==> src/rtl/tdm_pkg.sv <==
// Shared constants and carrier types for the multiplexed command/audio port
package tdm_pkg;

	// Register byte offsets
	localparam logic [7:0] CTRL_OFF   = 8'h00;
	localparam logic [7:0] STATUS_OFF = 8'h04;
	localparam logic [7:0] CMD_OFF    = 8'h08;
	localparam logic [7:0] REPLY_OFF  = 8'h0c;
	localparam logic [7:0] AUDL_OFF   = 8'h10;
	localparam logic [7:0] AUDR_OFF   = 8'h14;

	// Register field positions
	localparam int CTRL_OEB_BIT   = 0;
	localparam int ST_MODE_BIT    = 0;
	localparam int ST_IDV_BIT     = 1;
	localparam int ST_ID_LSB      = 8;
	localparam int CMD_NEW_BIT    = 16;
	localparam int CMD_LOG_LSB    = 0;
	localparam int REPLY_LSB      = 0;
	localparam int AUD_LSB        = 0;

	// Reset values
	localparam logic       OEB_RESET   = 1'h0;
	localparam logic [7:0] REPLY_RESET = 8'h00;

	// Command and audio field layout
	localparam int F_ID_EN   = 31;
	localparam int F_EXT     = 30;
	localparam int F_CHAIN   = 29;
	localparam int F_DEV_MSB = 28;
	localparam int F_DEV_LSB = 24;
	localparam int F_RW      = 23;
	localparam int F_REG_MSB = 22;
	localparam int F_REG_LSB = 16;
	localparam int F_DAT_MSB = 15;
	localparam int F_DAT_LSB = 8;
	localparam int AUD_FLD_LSB = 8;

	localparam logic [4:0] ID_BROADCAST = 5'h1f;
	localparam logic [4:0] ID_NONE      = 5'h00;
	localparam logic [4:0] ID_TOP       = 5'h01;
	localparam logic [4:0] ID_MAX       = 5'h1e;

	// Link register ids and bits
	localparam logic [6:0] OEB_REG_ID   = 7'h13;
	localparam logic [6:0] DEVID_REG_ID = 7'h17;
	localparam int         OEB_DATA_BIT = 4;

	// Link timing counts in bit-clock periods, bit positions, frames and fields
	localparam logic [1:0] QUAL_PULSE_BCKS = 2'h2;
	localparam logic [1:0] QUAL_FRAMES     = 2'h2;
	localparam logic [4:0] LAST_BIT        = 5'h1f;
	localparam logic [4:0] RD_OE_FIRST     = 5'h07;
	localparam logic [4:0] RD_OE_LAST      = 5'h0f;
	localparam logic [5:0] FIELD_SAT       = 6'h3f;

	typedef struct packed {
		logic lrck;
		logic bck;
		logic data;
		logic chain;
	} pins_t;

	typedef struct packed {
		pins_t meta;
		pins_t stable;
	} sync_state_t;

	typedef struct packed {
		logic        bck_prev;
		logic        lrck_prev;
		logic [1:0]  hi_cnt;
		logic [1:0]  qual_cnt;
		logic        mode;
		logic        frame_mode;
		logic        in_frame;
		logic [4:0]  bit_idx;
		logic [5:0]  field;
		logic [30:0] shift;
		logic        ext_pending;
		logic        audio_off;
		logic        id_frame;
		logic        id_valid;
		logic [4:0]  dev_id;
		logic        output_enable_bit;
		logic [7:0]  reply;
		logic [14:0] cmd_log;
		logic        cmd_new;
		logic        rd_active;
		logic [7:0]  rd_data;
		logic        out_en;
		logic        out_bit;
		logic        chain_out;
		logic [23:0] audio_l;
		logic [23:0] audio_r;
		logic        sample_pulse;
		logic        apb_ph;
		logic        err;
		logic [31:0] rdata;
	} port_state_t;

endpackage

==> src/rtl/pin_sync.sv <==
// Two-stage synchroniser for the link pins
`timescale 1ns/100ps
module pin_sync (
	input  wire logic          clock,
	input  wire logic          rst,
	input  wire logic          ce,
	input  wire tdm_pkg::pins_t raw_pins,
	output tdm_pkg::pins_t     sync_pins
);
	tdm_pkg::sync_state_t s_reg;
	tdm_pkg::sync_state_t s_next;

	always_comb begin
		s_next = s_reg;
		if (ce) begin
			s_next.meta   = raw_pins;
			s_next.stable = s_reg.meta;
		end
	end

	always_ff @(posedge clock or posedge rst) begin
		if (rst) begin
			s_reg <= '0;
		end else begin
			s_reg <= s_next;
		end
	end

	assign sync_pins = s_reg.stable;
endmodule

==> src/rtl/tdm_command_audio_port.sv <==
// Multiplexed command/audio link receiver with APB register slave
//
// What this block does
// - Multiplexed mode is recognised from a frame strobe two bit clocks long.
// - Mode is entered only after two consecutive qualifying frames.
// - Commands are accepted from the frame after mode entry.
// - Read-data output is tri-statable for a shared return line.
// - Up to 30 device ids on one chain.
// - A device with chain input tied high becomes id 1.
// - Other devices count bit clocks while watching chain input for their id.
// - Fields are 32 bits, MSB first; the lowest byte is ignored.
// - Extended flag adds command packets; such frames carry no audio.
// - Device decodes both command and extended command fields.
// - Two own audio channels are taken only while output-enable bit is low.
// - Id-enable set makes the frame an id frame; other bits ignored.
// - Command layout: id-en, ext, chain-sel, id, r/w, reg, data, unused.
// - Write to id all ones is broadcast; id zero selects nobody.
// - Input sampled on bit-clock rise, read output changes on fall.
// - Read output enabled one bit clock before the read data.
// - Chain output high during the last own audio channel while output-enable bit is low; passes chain input through while it is set.
//
// Register access over APB and the address map are this design's own decisions.
`timescale 1ns/100ps
module tdm_command_audio_port (
	input  wire logic        clock,
	input  wire logic        rst,
	input  wire logic        ce,
	input  wire logic        psel,
	input  wire logic        penable,
	input  wire logic        pwrite,
	input  wire logic [7:0]  paddr,
	input  wire logic [31:0] pwdata,
	output logic      [31:0] prdata,
	output logic             pready,
	output logic             pslverr,
	input  wire logic        frame_strobe_pin,
	input  wire logic        bit_clock_pin,
	input  wire logic        serial_in_pin,
	input  wire logic        chain_in_pin,
	output logic             chain_out_pin,
	output logic             read_out_pin_o,
	output logic             read_out_pin_oe,
	output logic      [23:0] audio_left,
	output logic      [23:0] audio_right,
	output logic             sample_valid
);
	tdm_pkg::pins_t      raw;
	tdm_pkg::pins_t      syn;
	tdm_pkg::port_state_t s_reg;
	tdm_pkg::port_state_t s_next;
	logic                bck_rise;
	logic                bck_fall;

	assign raw.lrck  = frame_strobe_pin;
	assign raw.bck   = bit_clock_pin;
	assign raw.data  = serial_in_pin;
	assign raw.chain = chain_in_pin;

	pin_sync u_sync (
		.clock     (clock),
		.rst       (rst),
		.ce        (ce),
		.raw_pins  (raw),
		.sync_pins (syn)
	);

	assign bck_rise = ce & syn.bck & ~s_reg.bck_prev;
	assign bck_fall = ce & ~syn.bck & s_reg.bck_prev;

	function automatic logic [5:0] right_slot(input logic [4:0] id);
		return {id, 1'b0};
	endfunction

	function automatic logic [5:0] next_field(input logic [4:0] b, input logic [5:0] f);
		if (b == tdm_pkg::LAST_BIT && f != tdm_pkg::FIELD_SAT) begin
			return f + 6'h01;
		end
		return f;
	endfunction

	// field decode; broadcast only for writes, zero matches nobody
	function automatic logic addressed(input logic [31:0] w, input logic [4:0] id,
			input logic idv);
		logic [4:0] d;
		d = w[tdm_pkg::F_DEV_MSB:tdm_pkg::F_DEV_LSB];
		if (w[tdm_pkg::F_CHAIN] || d == tdm_pkg::ID_NONE) begin
			return 1'b0;
		end
		return (idv && d == id) || (!w[tdm_pkg::F_RW] && d == tdm_pkg::ID_BROADCAST);
	endfunction

	// same decode for command and extended fields
	function automatic tdm_pkg::port_state_t apply_cmd(input tdm_pkg::port_state_t s,
			input logic [31:0] w);
		tdm_pkg::port_state_t r;
		logic [6:0]           rid;
		r   = s;
		rid = w[tdm_pkg::F_REG_MSB:tdm_pkg::F_REG_LSB];
		if (addressed(w, s.dev_id, s.id_valid)) begin
			if (w[tdm_pkg::F_RW]) begin
				r.rd_active = 1'b1;
				if (rid == tdm_pkg::OEB_REG_ID) begin
					r.rd_data = 8'h00;
					r.rd_data[tdm_pkg::OEB_DATA_BIT] = s.output_enable_bit;
				end else if (rid == tdm_pkg::DEVID_REG_ID) begin
					r.rd_data = {3'h0, s.dev_id};
				end else begin
					r.rd_data = s.reply;
				end
			end else begin
				r.cmd_log = {rid, w[tdm_pkg::F_DAT_MSB:tdm_pkg::F_DAT_LSB]};
				r.cmd_new = 1'b1;
				if (rid == tdm_pkg::OEB_REG_ID) begin
					r.output_enable_bit = w[tdm_pkg::F_DAT_LSB + tdm_pkg::OEB_DATA_BIT];
				end
			end
		end
		return r;
	endfunction

	function automatic logic [31:0] read_word(input tdm_pkg::port_state_t s,
			input logic [7:0] a, output logic bad);
		logic [31:0] r;
		r   = 32'h0000_0000;
		bad = 1'b0;
		case (a)
			tdm_pkg::CTRL_OFF: begin
				r[tdm_pkg::CTRL_OEB_BIT] = s.output_enable_bit;
			end
			tdm_pkg::STATUS_OFF: begin
				r[tdm_pkg::ST_MODE_BIT] = s.mode;
				r[tdm_pkg::ST_IDV_BIT] = s.id_valid;
				r[tdm_pkg::ST_ID_LSB +: 5] = s.dev_id;
			end
			tdm_pkg::CMD_OFF: begin
				r[tdm_pkg::CMD_LOG_LSB +: 15] = s.cmd_log;
				r[tdm_pkg::CMD_NEW_BIT] = s.cmd_new;
			end
			tdm_pkg::REPLY_OFF: r[tdm_pkg::REPLY_LSB +: 8] = s.reply;
			tdm_pkg::AUDL_OFF:  r[tdm_pkg::AUD_LSB +: 24] = s.audio_l;
			tdm_pkg::AUDR_OFF:  r[tdm_pkg::AUD_LSB +: 24] = s.audio_r;
			default:            bad = 1'b1;
		endcase
		return r;
	endfunction

	assign pready = ce & psel & penable & s_reg.apb_ph;

	always_comb begin
		logic [31:0] word;
		logic [4:0]  cur;
		logic [5:0]  cur_field;
		logic [4:0]  nb;
		logic [5:0]  nf;
		logic        start;
		logic        bad;
		word      = {s_reg.shift, syn.data};
		start     = syn.lrck & ~s_reg.lrck_prev;
		cur       = start ? 5'h00 : s_reg.bit_idx + 5'h01;
		cur_field = start ? 6'h00 : next_field(s_reg.bit_idx, s_reg.field);
		nb        = s_reg.bit_idx + 5'h01;
		nf        = next_field(s_reg.bit_idx, s_reg.field);
		bad       = 1'b0;
		s_next    = s_reg;
		if (ce) begin
			s_next.bck_prev     = syn.bck;
			s_next.sample_pulse = 1'b0;
			// Read data captured in setup so it stands registered in access
			if (psel && !penable) begin
				s_next.rdata  = read_word(s_reg, paddr, bad);
				s_next.err    = bad;
				s_next.apb_ph = 1'b1;
			end
			// Bus writes first so a link event in the same cycle wins
			if (pready) begin
				s_next.apb_ph = 1'b0;
				if (pwrite && !s_reg.err) begin
					case (paddr)
						tdm_pkg::CTRL_OFF:  s_next.output_enable_bit = pwdata[tdm_pkg::CTRL_OEB_BIT];
						tdm_pkg::CMD_OFF: begin
							if (pwdata[tdm_pkg::CMD_NEW_BIT]) begin
								s_next.cmd_new = 1'b0;
							end
						end
						tdm_pkg::REPLY_OFF: s_next.reply = pwdata[tdm_pkg::REPLY_LSB +: 8];
						default:            s_next.err = s_reg.err;
					endcase
				end
			end
		end
		if (bck_rise) begin
			s_next.lrck_prev = syn.lrck;
			s_next.shift     = word[30:0];
			s_next.bit_idx   = cur;
			s_next.field     = cur_field;
			if (syn.lrck && s_reg.hi_cnt != 2'h3) begin
				s_next.hi_cnt = s_reg.hi_cnt + 2'h1;
			end
			if (start) begin
				s_next.hi_cnt      = 2'h1;
				// mode reached in an earlier frame enables commands here
				s_next.frame_mode  = s_reg.mode;
				s_next.in_frame    = 1'b1;
				s_next.ext_pending = 1'b0;
				s_next.audio_off   = 1'b0;
				s_next.id_frame    = 1'b0;
			end else if (!syn.lrck && s_reg.lrck_prev) begin
				s_next.hi_cnt = 2'h0;
				// strobe must have been high for exactly two bit clocks
				if (s_reg.hi_cnt == tdm_pkg::QUAL_PULSE_BCKS) begin
					// second consecutive qualifying frame enters the mode
					if (s_reg.qual_cnt != tdm_pkg::QUAL_FRAMES) begin
						s_next.qual_cnt = s_reg.qual_cnt + 2'h1;
					end
					s_next.mode = (s_reg.qual_cnt + 2'h1) >= tdm_pkg::QUAL_FRAMES;
				end else begin
					s_next.qual_cnt   = 2'h0;
					s_next.mode       = 1'b0;
					s_next.frame_mode = 1'b0;
				end
			end
			// tied-high chain input is seen at bit 0, giving id 1
			// ids up to 30, counted in bit clocks across the id field
			if (s_reg.id_frame && cur_field == 6'h01 && !s_reg.id_valid && syn.chain
					&& cur < tdm_pkg::ID_MAX) begin
				s_next.dev_id   = cur + 5'h01;
				s_next.id_valid = 1'b1;
			end
			if (cur == tdm_pkg::LAST_BIT && s_reg.in_frame && s_reg.frame_mode) begin
				s_next.rd_active = 1'b0;
				if (cur_field == 6'h00) begin
					// id frame ignores the rest of the command field
					if (word[tdm_pkg::F_ID_EN]) begin
						s_next.id_frame = 1'b1;
						s_next.id_valid = 1'b0;
						s_next.dev_id   = tdm_pkg::ID_NONE;
					end else begin
						s_next             = apply_cmd(s_next, word);
						s_next.ext_pending = word[tdm_pkg::F_EXT];
						// extended packets replace audio for this frame
						s_next.audio_off   = word[tdm_pkg::F_EXT];
					end
				end else if (s_reg.ext_pending) begin
					s_next             = apply_cmd(s_next, word);
					s_next.ext_pending = word[tdm_pkg::F_EXT];
				end else if (!s_reg.audio_off && !s_reg.id_frame && s_reg.id_valid
						&& !s_reg.output_enable_bit) begin
					// two channels taken while output-enable bit is low
					// low byte of the audio field discarded
					if (cur_field == right_slot(s_reg.dev_id) - 6'h01) begin
						s_next.audio_l = word[31:tdm_pkg::AUD_FLD_LSB];
					end else if (cur_field == right_slot(s_reg.dev_id)) begin
						s_next.audio_r      = word[31:tdm_pkg::AUD_FLD_LSB];
						s_next.sample_pulse = 1'b1;
					end
				end
			end
		end
		if (bck_fall) begin
			// output changes only on the bit-clock fall
			// enable rises one bit ahead of the data byte
			// driven only while answering an own read
			s_next.out_en = s_reg.rd_active && s_reg.bit_idx >= tdm_pkg::RD_OE_FIRST
				&& s_reg.bit_idx <= tdm_pkg::RD_OE_LAST;
			if (s_next.out_en && s_reg.bit_idx != tdm_pkg::RD_OE_FIRST) begin
				s_next.out_bit = s_reg.rd_data[3'(tdm_pkg::RD_OE_LAST - s_reg.bit_idx)];
			end else begin
				s_next.out_bit = 1'b0;
			end
			if (!s_reg.frame_mode) begin
				s_next.chain_out = 1'b0;
			end else if (s_reg.id_frame) begin
				// Passes the id token on from the bit after our own
				s_next.chain_out = s_reg.id_valid && nf == 6'h01 && nb >= s_reg.dev_id;
			end else if (s_reg.output_enable_bit) begin
				// Skipped device hands ownership straight through
				s_next.chain_out = syn.chain;
			end else begin
				// high during the last own channel
				s_next.chain_out = s_reg.id_valid && !s_reg.audio_off
					&& !s_reg.ext_pending && nf == right_slot(s_reg.dev_id);
			end
		end
	end

	always_ff @(posedge clock or posedge rst) begin
		if (rst) begin
			s_reg <= '0;
		end else begin
			s_reg <= s_next;
		end
	end

	assign prdata          = s_reg.rdata;
	assign pslverr         = pready & s_reg.err;
	assign chain_out_pin   = s_reg.chain_out;
	// separate enable lets the pad float the shared line
	assign read_out_pin_o  = s_reg.out_bit;
	assign read_out_pin_oe = s_reg.out_en;
	assign audio_left      = s_reg.audio_l;
	assign audio_right     = s_reg.audio_r;
	assign sample_valid    = s_reg.sample_pulse;
endmodule

==> config.mk <==
export PLATFORM = sky130hd
export DESIGN_NAME = tdm_command_audio_port
export DESIGN_NICKNAME = d
export VERILOG_FILES = /design/src/rtl/tdm_pkg.sv /design/src/rtl/pin_sync.sv /design/src/rtl/tdm_command_audio_port.sv
export SDC_FILE = /design/constraint.sdc
export NUM_CORES = 1
export LEC_CHECK = 0
export ABC_CLOCK_PERIOD_IN_PS = 8400
export BUFFER_PORTS_ARGS = -buffer_cell sky130_fd_sc_hd__buf_2
export CORE_MARGIN = 4
export CORE_UTILIZATION = 27
export DETAILED_ROUTE_END_ITERATION = 16
export PLACE_DENSITY_LB_ADDON = 0.2
export SETUP_SLACK_MARGIN = 0.2
export SYNTH_ARGS = -nofsm -noshare
export SYNTH_HDL_FRONTEND = slang
export SYNTH_SLANG_ARGS = --single-unit
==> constraint.sdc <==
create_clock -name clock -period 8.4 [get_ports clock]
set_input_delay 1.26 -clock clock [delete_from_list [all_inputs] [get_ports clock]]
set_output_delay 1.26 -clock clock [all_outputs]
set_load 0.01 [all_outputs]
Word level (Yosys, flattened, before mapping)
Cells that the tools add are included.
{"block": "classes", "addsub": 7, "mul": 0, "div": 0, "order_cmp": 6, "eq_ne": 23, "shift": 0, "muxes": 91, "n_bitwise": 15, "reduce_logical": 46}
{"op": "129-bit two-way mux", "n": 2}
{"op": "120-bit two-way mux", "n": 2}
{"op": "25-bit two-way mux", "n": 4}
{"op": "49-bit two-way mux", "n": 2}
{"op": "46-bit two-way mux", "n": 1}
{"op": "1-bit two-way mux", "n": 43}
{"op": "6-bit two-way mux", "n": 6}
{"op": "9-bit two-way mux", "n": 4}
{"op": "35-bit two-way mux", "n": 1}
{"op": "34-bit two-way mux", "n": 1}
{"op": "1-bit logical AND", "n": 24}
{"op": "24-bit two-way mux", "n": 1}
{"op": "8-bit two-way mux", "n": 3}
{"op": "6-bit one-hot mux with 4 select lines", "n": 1}
{"op": "5-bit one-hot mux with 4 select lines", "n": 1}
{"op": "6-bit equality test", "n": 3}
{"op": "8-bit by 4-bit equality test with 1-bit output, second input constant", "n": 2}
{"op": "8-bit by 5-bit equality test with 1-bit output, second input constant", "n": 2}
{"op": "16-bit two-way mux", "n": 1}
{"op": "5-bit equality test, second input constant", "n": 3}
{"op": "7-bit by 5-bit equality test with 1-bit output, second input constant", "n": 2}
{"op": "7-bit one-hot mux with 2 select lines", "n": 1}
{"op": "6-bit by 1-bit equality test with 1-bit output, second input constant", "n": 2}
{"op": "3-bit two-way mux", "n": 4}
{"op": "40 further kinds", "n": 72}
{"block": "totals", "register_bits": 188, "latch_bits": 0, "mem_bits_rw": 0, "romBits": 0, "inputBits": 50, "out_inout_bits": 86, "word_cells": 226, "n_memories": 0}

Longest topological paths before layout
{"block": "logic_depth", "word_depth": 26, "mapped_depth": 16, "depth_no_buf": 13}

Modules after synthesis
From an unflattened synthesis, not the netlist that was laid out.
{"block": "hier_totals", "hier_cells": 950, "hier_area_um2": 9689.3}
{"module": "tdm_command_audio_port", "instances": 1, "cells_per_inst": 928, "area_each_um2": 9323.9, "seq_area_each_um2": 4304.1}
{"module": "pin_sync", "instances": 1, "cells_per_inst": 22, "area_each_um2": 365.4, "seq_area_each_um2": 200.2}

Worst setup path after synthesis
OpenSTA, ideal clock, no wires.
{"block": "synth_path", "kind": "input-to-reg", "startpoint": "input paddr[5]", "endpoint": "register s_reg[87] (netlist name)", "setup_ns": 0.128, "arrival_time_ns": 3.651, "required_time_ns": 8.272, "setup_slack_ns": 4.621, "path_stages": 8, "n_path_buf": 1, "path_cell_list": "nor4_1 -> nand3_1 -> nor2_1 -> and2_1 -> clkbuf_1 -> mux2_2 -> mux2_2 -> mux2_1"}
{"block": "synth_via", "elab_chain_len": 11, "word_cells_on_any_way": 13, "classes_between": "1 x eq/ne; 12 x mux"}
{"element": "start, declared", "line_no": "tdm_command_audio_port.sv:31", "rtl": "input wire logic [7:0] paddr,"}
{"element": "8-bit by 4-bit equality test with 1-bit output *", "line_no": "tdm_command_audio_port.sv:178", "rtl": "case (paddr)"}
{"element": "8-bit two-way mux *", "line_no": "tdm_command_audio_port.sv:178"}
{"element": "9-bit two-way mux *", "line_no": "tdm_command_audio_port.sv:177", "rtl": "if (pwrite && !s_reg.err) begin"}
{"element": "9-bit two-way mux *", "line_no": "tdm_command_audio_port.sv:175", "rtl": "if (pready) begin"}
{"element": "9-bit two-way mux *", "line_no": "tdm_command_audio_port.sv:165", "rtl": "if (ce) begin"}
{"element": "8-bit two-way mux *", "line_no": "tdm_command_audio_port.sv:105", "rtl": "end else if (rid == tdm_pkg::DEVID_REG_ID) begin"}
{"element": "8-bit two-way mux *", "line_no": "tdm_command_audio_port.sv:102", "rtl": "if (rid == tdm_pkg::OEB_REG_ID) begin"}
{"element": "9-bit two-way mux *", "line_no": "tdm_command_audio_port.sv:100", "rtl": "if (w[tdm_pkg::F_RW]) begin"}
{"element": "25-bit two-way mux", "line_no": "tdm_command_audio_port.sv:99", "rtl": "if (addressed(w, s.dev_id, s.id_valid)) begin"}
{"element": "46-bit two-way mux / 120-bit two-way mux (equally long branches)", "line_no": "tdm_command_audio_port.sv:243, tdm_command_audio_port.sv:233"}
{"element": "129-bit two-way mux *", "line_no": "tdm_command_audio_port.sv:231", "rtl": "if (cur_field == 6'h00) begin"}
{"element": "end signal, assigned", "line_no": "tdm_command_audio_port.sv:290", "rtl": "s_reg <= s_next;"}
{"element": "end, declared", "line_no": "tdm_command_audio_port.sv:49", "rtl": "tdm_pkg::port_state_t s_reg;"}
Mark *: on every way between the ends. The rest lies on a longest branch, timed or not. The select of a mux whose other input is x is not followed.
A chain may end at the register's enable or synchronous reset.

Worst setup path in the final report
{"block": "layout_path", "startpoint": "register s_reg[166] (netlist name)", "endpoint": "register s_reg[86] (netlist name)"}
{"block": "layout_via", "elab_chain_len": 22, "word_cells_on_any_way": 46, "classes_between": "2 x add/sub; 1 x order compare; 6 x eq/ne; 24 x mux; 13 x reduce/logical"}
{"element": "branches (longest 22 deep; another with 5-bit by 1-bit adder with 5-bit output)"}
Several ways; the timed one is not identified. The select of a mux whose other input is x is not followed.

==> summary.md <==
| Metric | Value |
|---|---|
| Status | complete, no violations |
| Worst-path clk slew | 0.07 ns |
| Initial DRT Pass Iterations | 7 |
| Pleak | 5.20 nW |
| Tot Pwr | 2.17 mW |
| Unrepaired setup endpoints after global routing | false |
| PD cells | 206 mW/mm^2 |
| Setup violations, final | 0 |
| Register bit count reported by yosys | 180 |
| Endpoint type of the worst setup path | flip-flop |
| Max Cap Viol | 0 |
| Seq/Total Area, Yosys | a little under half |
| Drt first-iter violations | between 300 and 400 |
| Max FFs per register | 95 |
| Adder-cell share of the synthesized area | 2.22% |
| Rows | slightly below 70 |
| R2R setup slack | 3.56 ns |
| Reg2reg end | s_reg[86]$_DFFE_PP0P_ |
| Chip height | 196 um |
| Most common cell in the netlist | dfrtp_1 |
| Via/cell ratio | 4.75 |
| Slew @ Worst Pin | 0.961 ns |
| Synth Cell Area | 0.00957 mm^2 |
| Reg-to-reg startpoint | s_reg[166]$_DFFE_PP0P_ |
| Final setup TNS | 0 ns |
| Number of buffers created by CTS | 17 |
| Worst R2R Path Depth | 12 |
| Grt total ovfl | 0 |
| Worst Path Arrival | 5.16 ns |
| H-tree depth | 4 |
| Critical path fanouts, max | 12 |
| N_diodes | 0 |
| Final period utilization | between 50 and 60% |
| Post-CTS Setup Bufs | 0 |
| Post-route cell area | ~0.011 mm^2 |
| Nets | 1013 |
| Max Clk Rate | 207 MHz |
| Routed len/inst | 17.9 um |
| Via count | about 6.7k |
| Fin Hold WS | between 0.4 and 0.5 ns |
| Synth Instances | 939 |
| Max-Slew Margin vs Limit | 35.9% |
| Placement Cell Area | 0.00995 mm^2 |
| Synth warn | 0 |
| Tmin final | between 4 and 5 ns |
| Share of cells above drive strength 1 | 25.2% |
| Top_reg_cell synth | dfrtp_1 |
| Root buf cell | clkbuf_16 |
| # port buffers | between 100 and 150 |
| Async S/R FF share, synth | 100% |
| GPL Wtd Cong | between 0.7 and 0.8 |
| Initial core utilization | 27.6% |
| Ports | 136 |
| Simple-gate share of the synthesized area | ~15% |
| Worst skew pair latency | 0.45 ns |
| Max Slew Vio Count | 0 |
| Synth top area share | 47.1% |
| Yosys top cell by area | dfrtp_1 |
| Worst Skew | ~0.017 ns |
| DRC | 0 |
| Worst setup path startpoint | s_reg[166]$_DFFE_PP0P_ |
| Total track usage | a little over an eighth |
| Post-synth top cells | 180 x dfrtp_1, 165 x nand2_1, 83 x buf_4, 69 x mux2_2, 57 x o21ai_0 |
| XOR/XNOR share of the synthesized area | 1.82% |
| Vias in the first global route | approximately 6.7k |
| Chip Width | 196 um |
| CORE AREA | 0.0347 mm^2 |
| Netlist cell types | 66 |
| Area Overhead vs Synth | 10.3% |
| Number of enable flip-flop cells after synthesis | 0 |
| Area of the die | 0.0385 mm^2 |
| WP data required | 8.72 ns |
| Hold crit path type | reg2reg |
| Clk sinks | 180 |
| Antenna Violating Nets Remaining | 0 |
| Initial antenna violation count | 0 |
| Post-cts resize count | 0 |
| Peak VDD IR | roughly 150 uV |
| Crit path kind | reg2reg |
| Final WL | 25400 um |
| Hold-fix buffer count after cts | 0 |
| CP endpoint | s_reg[86]$_DFFE_PP0P_ |
| Largest net degree at the start of global routing | 113 |
| Hold Fails Final Rpt | 0 |
| CTS tree | yes |
| Avg Synthesized Cell Area | 10.2 um^2 |
| Top post-synthesis cells by area | dfrtp_1 47%, mux2_2 8.1%, buf_4 6.5% |
| Final Util | roughly 30% |
| Fraction of synthesized area in multiplexers | 11.9% |
| Synth Area in Compound Gates | 11.7% |
| CP Launch Type | flip-flop |
| CTS Buffer Depth | 2 |
| First-pass GRT wire length | 40100 um |
| Post-DP HPWL | 17400 um |
| Main combinational cell family by area after synthesis | simple AND/OR/NAND/NOR gates |
-- worst min path at each step --
stage / from / end / slack [ns] / cells past startpoint
6_report: s_reg[133]$_DFFE_PP0P_ / s_reg[134]$_DFFE_PP0P_ / 0.46 / 2
5_1_grt: s_reg[134]$_DFFE_PP0P_ / s_reg[135]$_DFFE_PP0P_ / 0.50 / 2
4_1_cts: s_reg[130]$_DFFE_PP0P_ / s_reg[131]$_DFFE_PP0P_ / 0.47 / 2
3_5_place_dp: s_reg[130]$_DFFE_PP0P_ / s_reg[131]$_DFFE_PP0P_ / 0.45 / 2
3_3_place_gp: s_reg[130]$_DFFE_PP0P_ / s_reg[131]$_DFFE_PP0P_ / 0.45 / 2
2_1_floorplan: u_sync.sync_pins[1]$_DFFE_PP0P_ / s_reg[129]$_DFFE_PP0P_ / 0.43 / 2
-- power by group --
part           leakage (nW)  total [mW]  internal [mW]  switching (mW)
Sequential             2.46        1.03          0.934          0.0934
Clock                 0.296       0.825          0.429           0.397
Combinational          2.44       0.317          0.120           0.197
Total                  5.20        2.17           1.48           0.687
-- through the flow --
stage	instances	setup slack (ns)
final	1414	3.56
after global routing	1414	3.16
after CTS	1414	3.51
after detailed placement	1382	3.53
after global placement	1382	3.53
after floorplan	946	2.25
-- routing by layer --
layer	vias up	track usage, %	routed length (um)
met2	166	20.4	11600
met1	3335	19.3	12400
met3	13	2.61	1070
met4	0	3.57	278
met5	-	0	0
li1	3200	-	-
-- critical path: stages, from the launching register on --
cell	delay [ns]
dfrtp_1	0.59
ha_1	0.31
and3_1	0.21
ha_1	0.35
and4_1	0.37
and4_1	0.26
o2bb2ai_2	0.08
nor4b_4	0.69
mux2i_1	0.39
xnor2_1	0.15
a2111oi_4	0.44
and3_1	0.50
mux2_1	0.37
-- final cells by class --
class	instances	area, um^2
clock inverter	15	178
clock buffer	17	425
tap	455	569
multi-input combinational	605	4170
sequential	180	4500
inverter	28	113
timing repair buffer	114	596
fill	3667	24200
-- cells by family (layout without fill, tap and decap cells) --
group                    after synthesis  in the layout
AO/OA/AOI/OAI                        157            157
buffers and inverters                161            174
adder cells (fa/ha/maj)               17             17
multiplexers                          97             97
other                                  1              8
AND/OR/NAND/NOR                      307            307
XOR/XNOR                              19             19
flip-flops                           180            180
-- cell usage in the layout, fill, tap and decap left out, types with 3 or more instances in the layout --
master / Yosys / layout
o31ai_1: 5 / 5
and3b_1: 3 / 3
buf_2: 9 / 104
ha_1: 17 / 17
nor4_1: 4 / 4
inv_6: 0 / 4
nor2_1: 30 / 29
o22ai_1: 3 / 3
mux2i_1: 6 / 6
xnor2_1: 12 / 12
a22oi_1: 8 / 8
and4_1: 5 / 5
xor2_1: 6 / 6
nand4_1: 7 / 7
nor3_1: 8 / 8
nor2b_1: 8 / 8
a22o_1: 14 / 14
and3_1: 8 / 8
and2_1: 30 / 30
inv_1: 28 / 27
mux2_4: 9 / 9
nand2_1: 165 / 165
inv_8: 0 / 7
a21o_1: 4 / 4
conb_1: 1 / 8
nand2b_1: 7 / 7
o21ai_0: 57 / 57
a21boi_0: 5 / 5
nor4b_1: 3 / 3
a31oi_1: 5 / 4
a21oi_1: 21 / 21
mux2_1: 11 / 11
mux2_2: 69 / 69
buf_4: 83 / 10
or3_1: 3 / 3
nand3_1: 14 / 14
dfrtp_1: 180 / 180
clkbuf_16: 0 / 17
a32o_1: 4 / 4
a222oi_1: 15 / 15
Power figures use the tool's default switching activity.
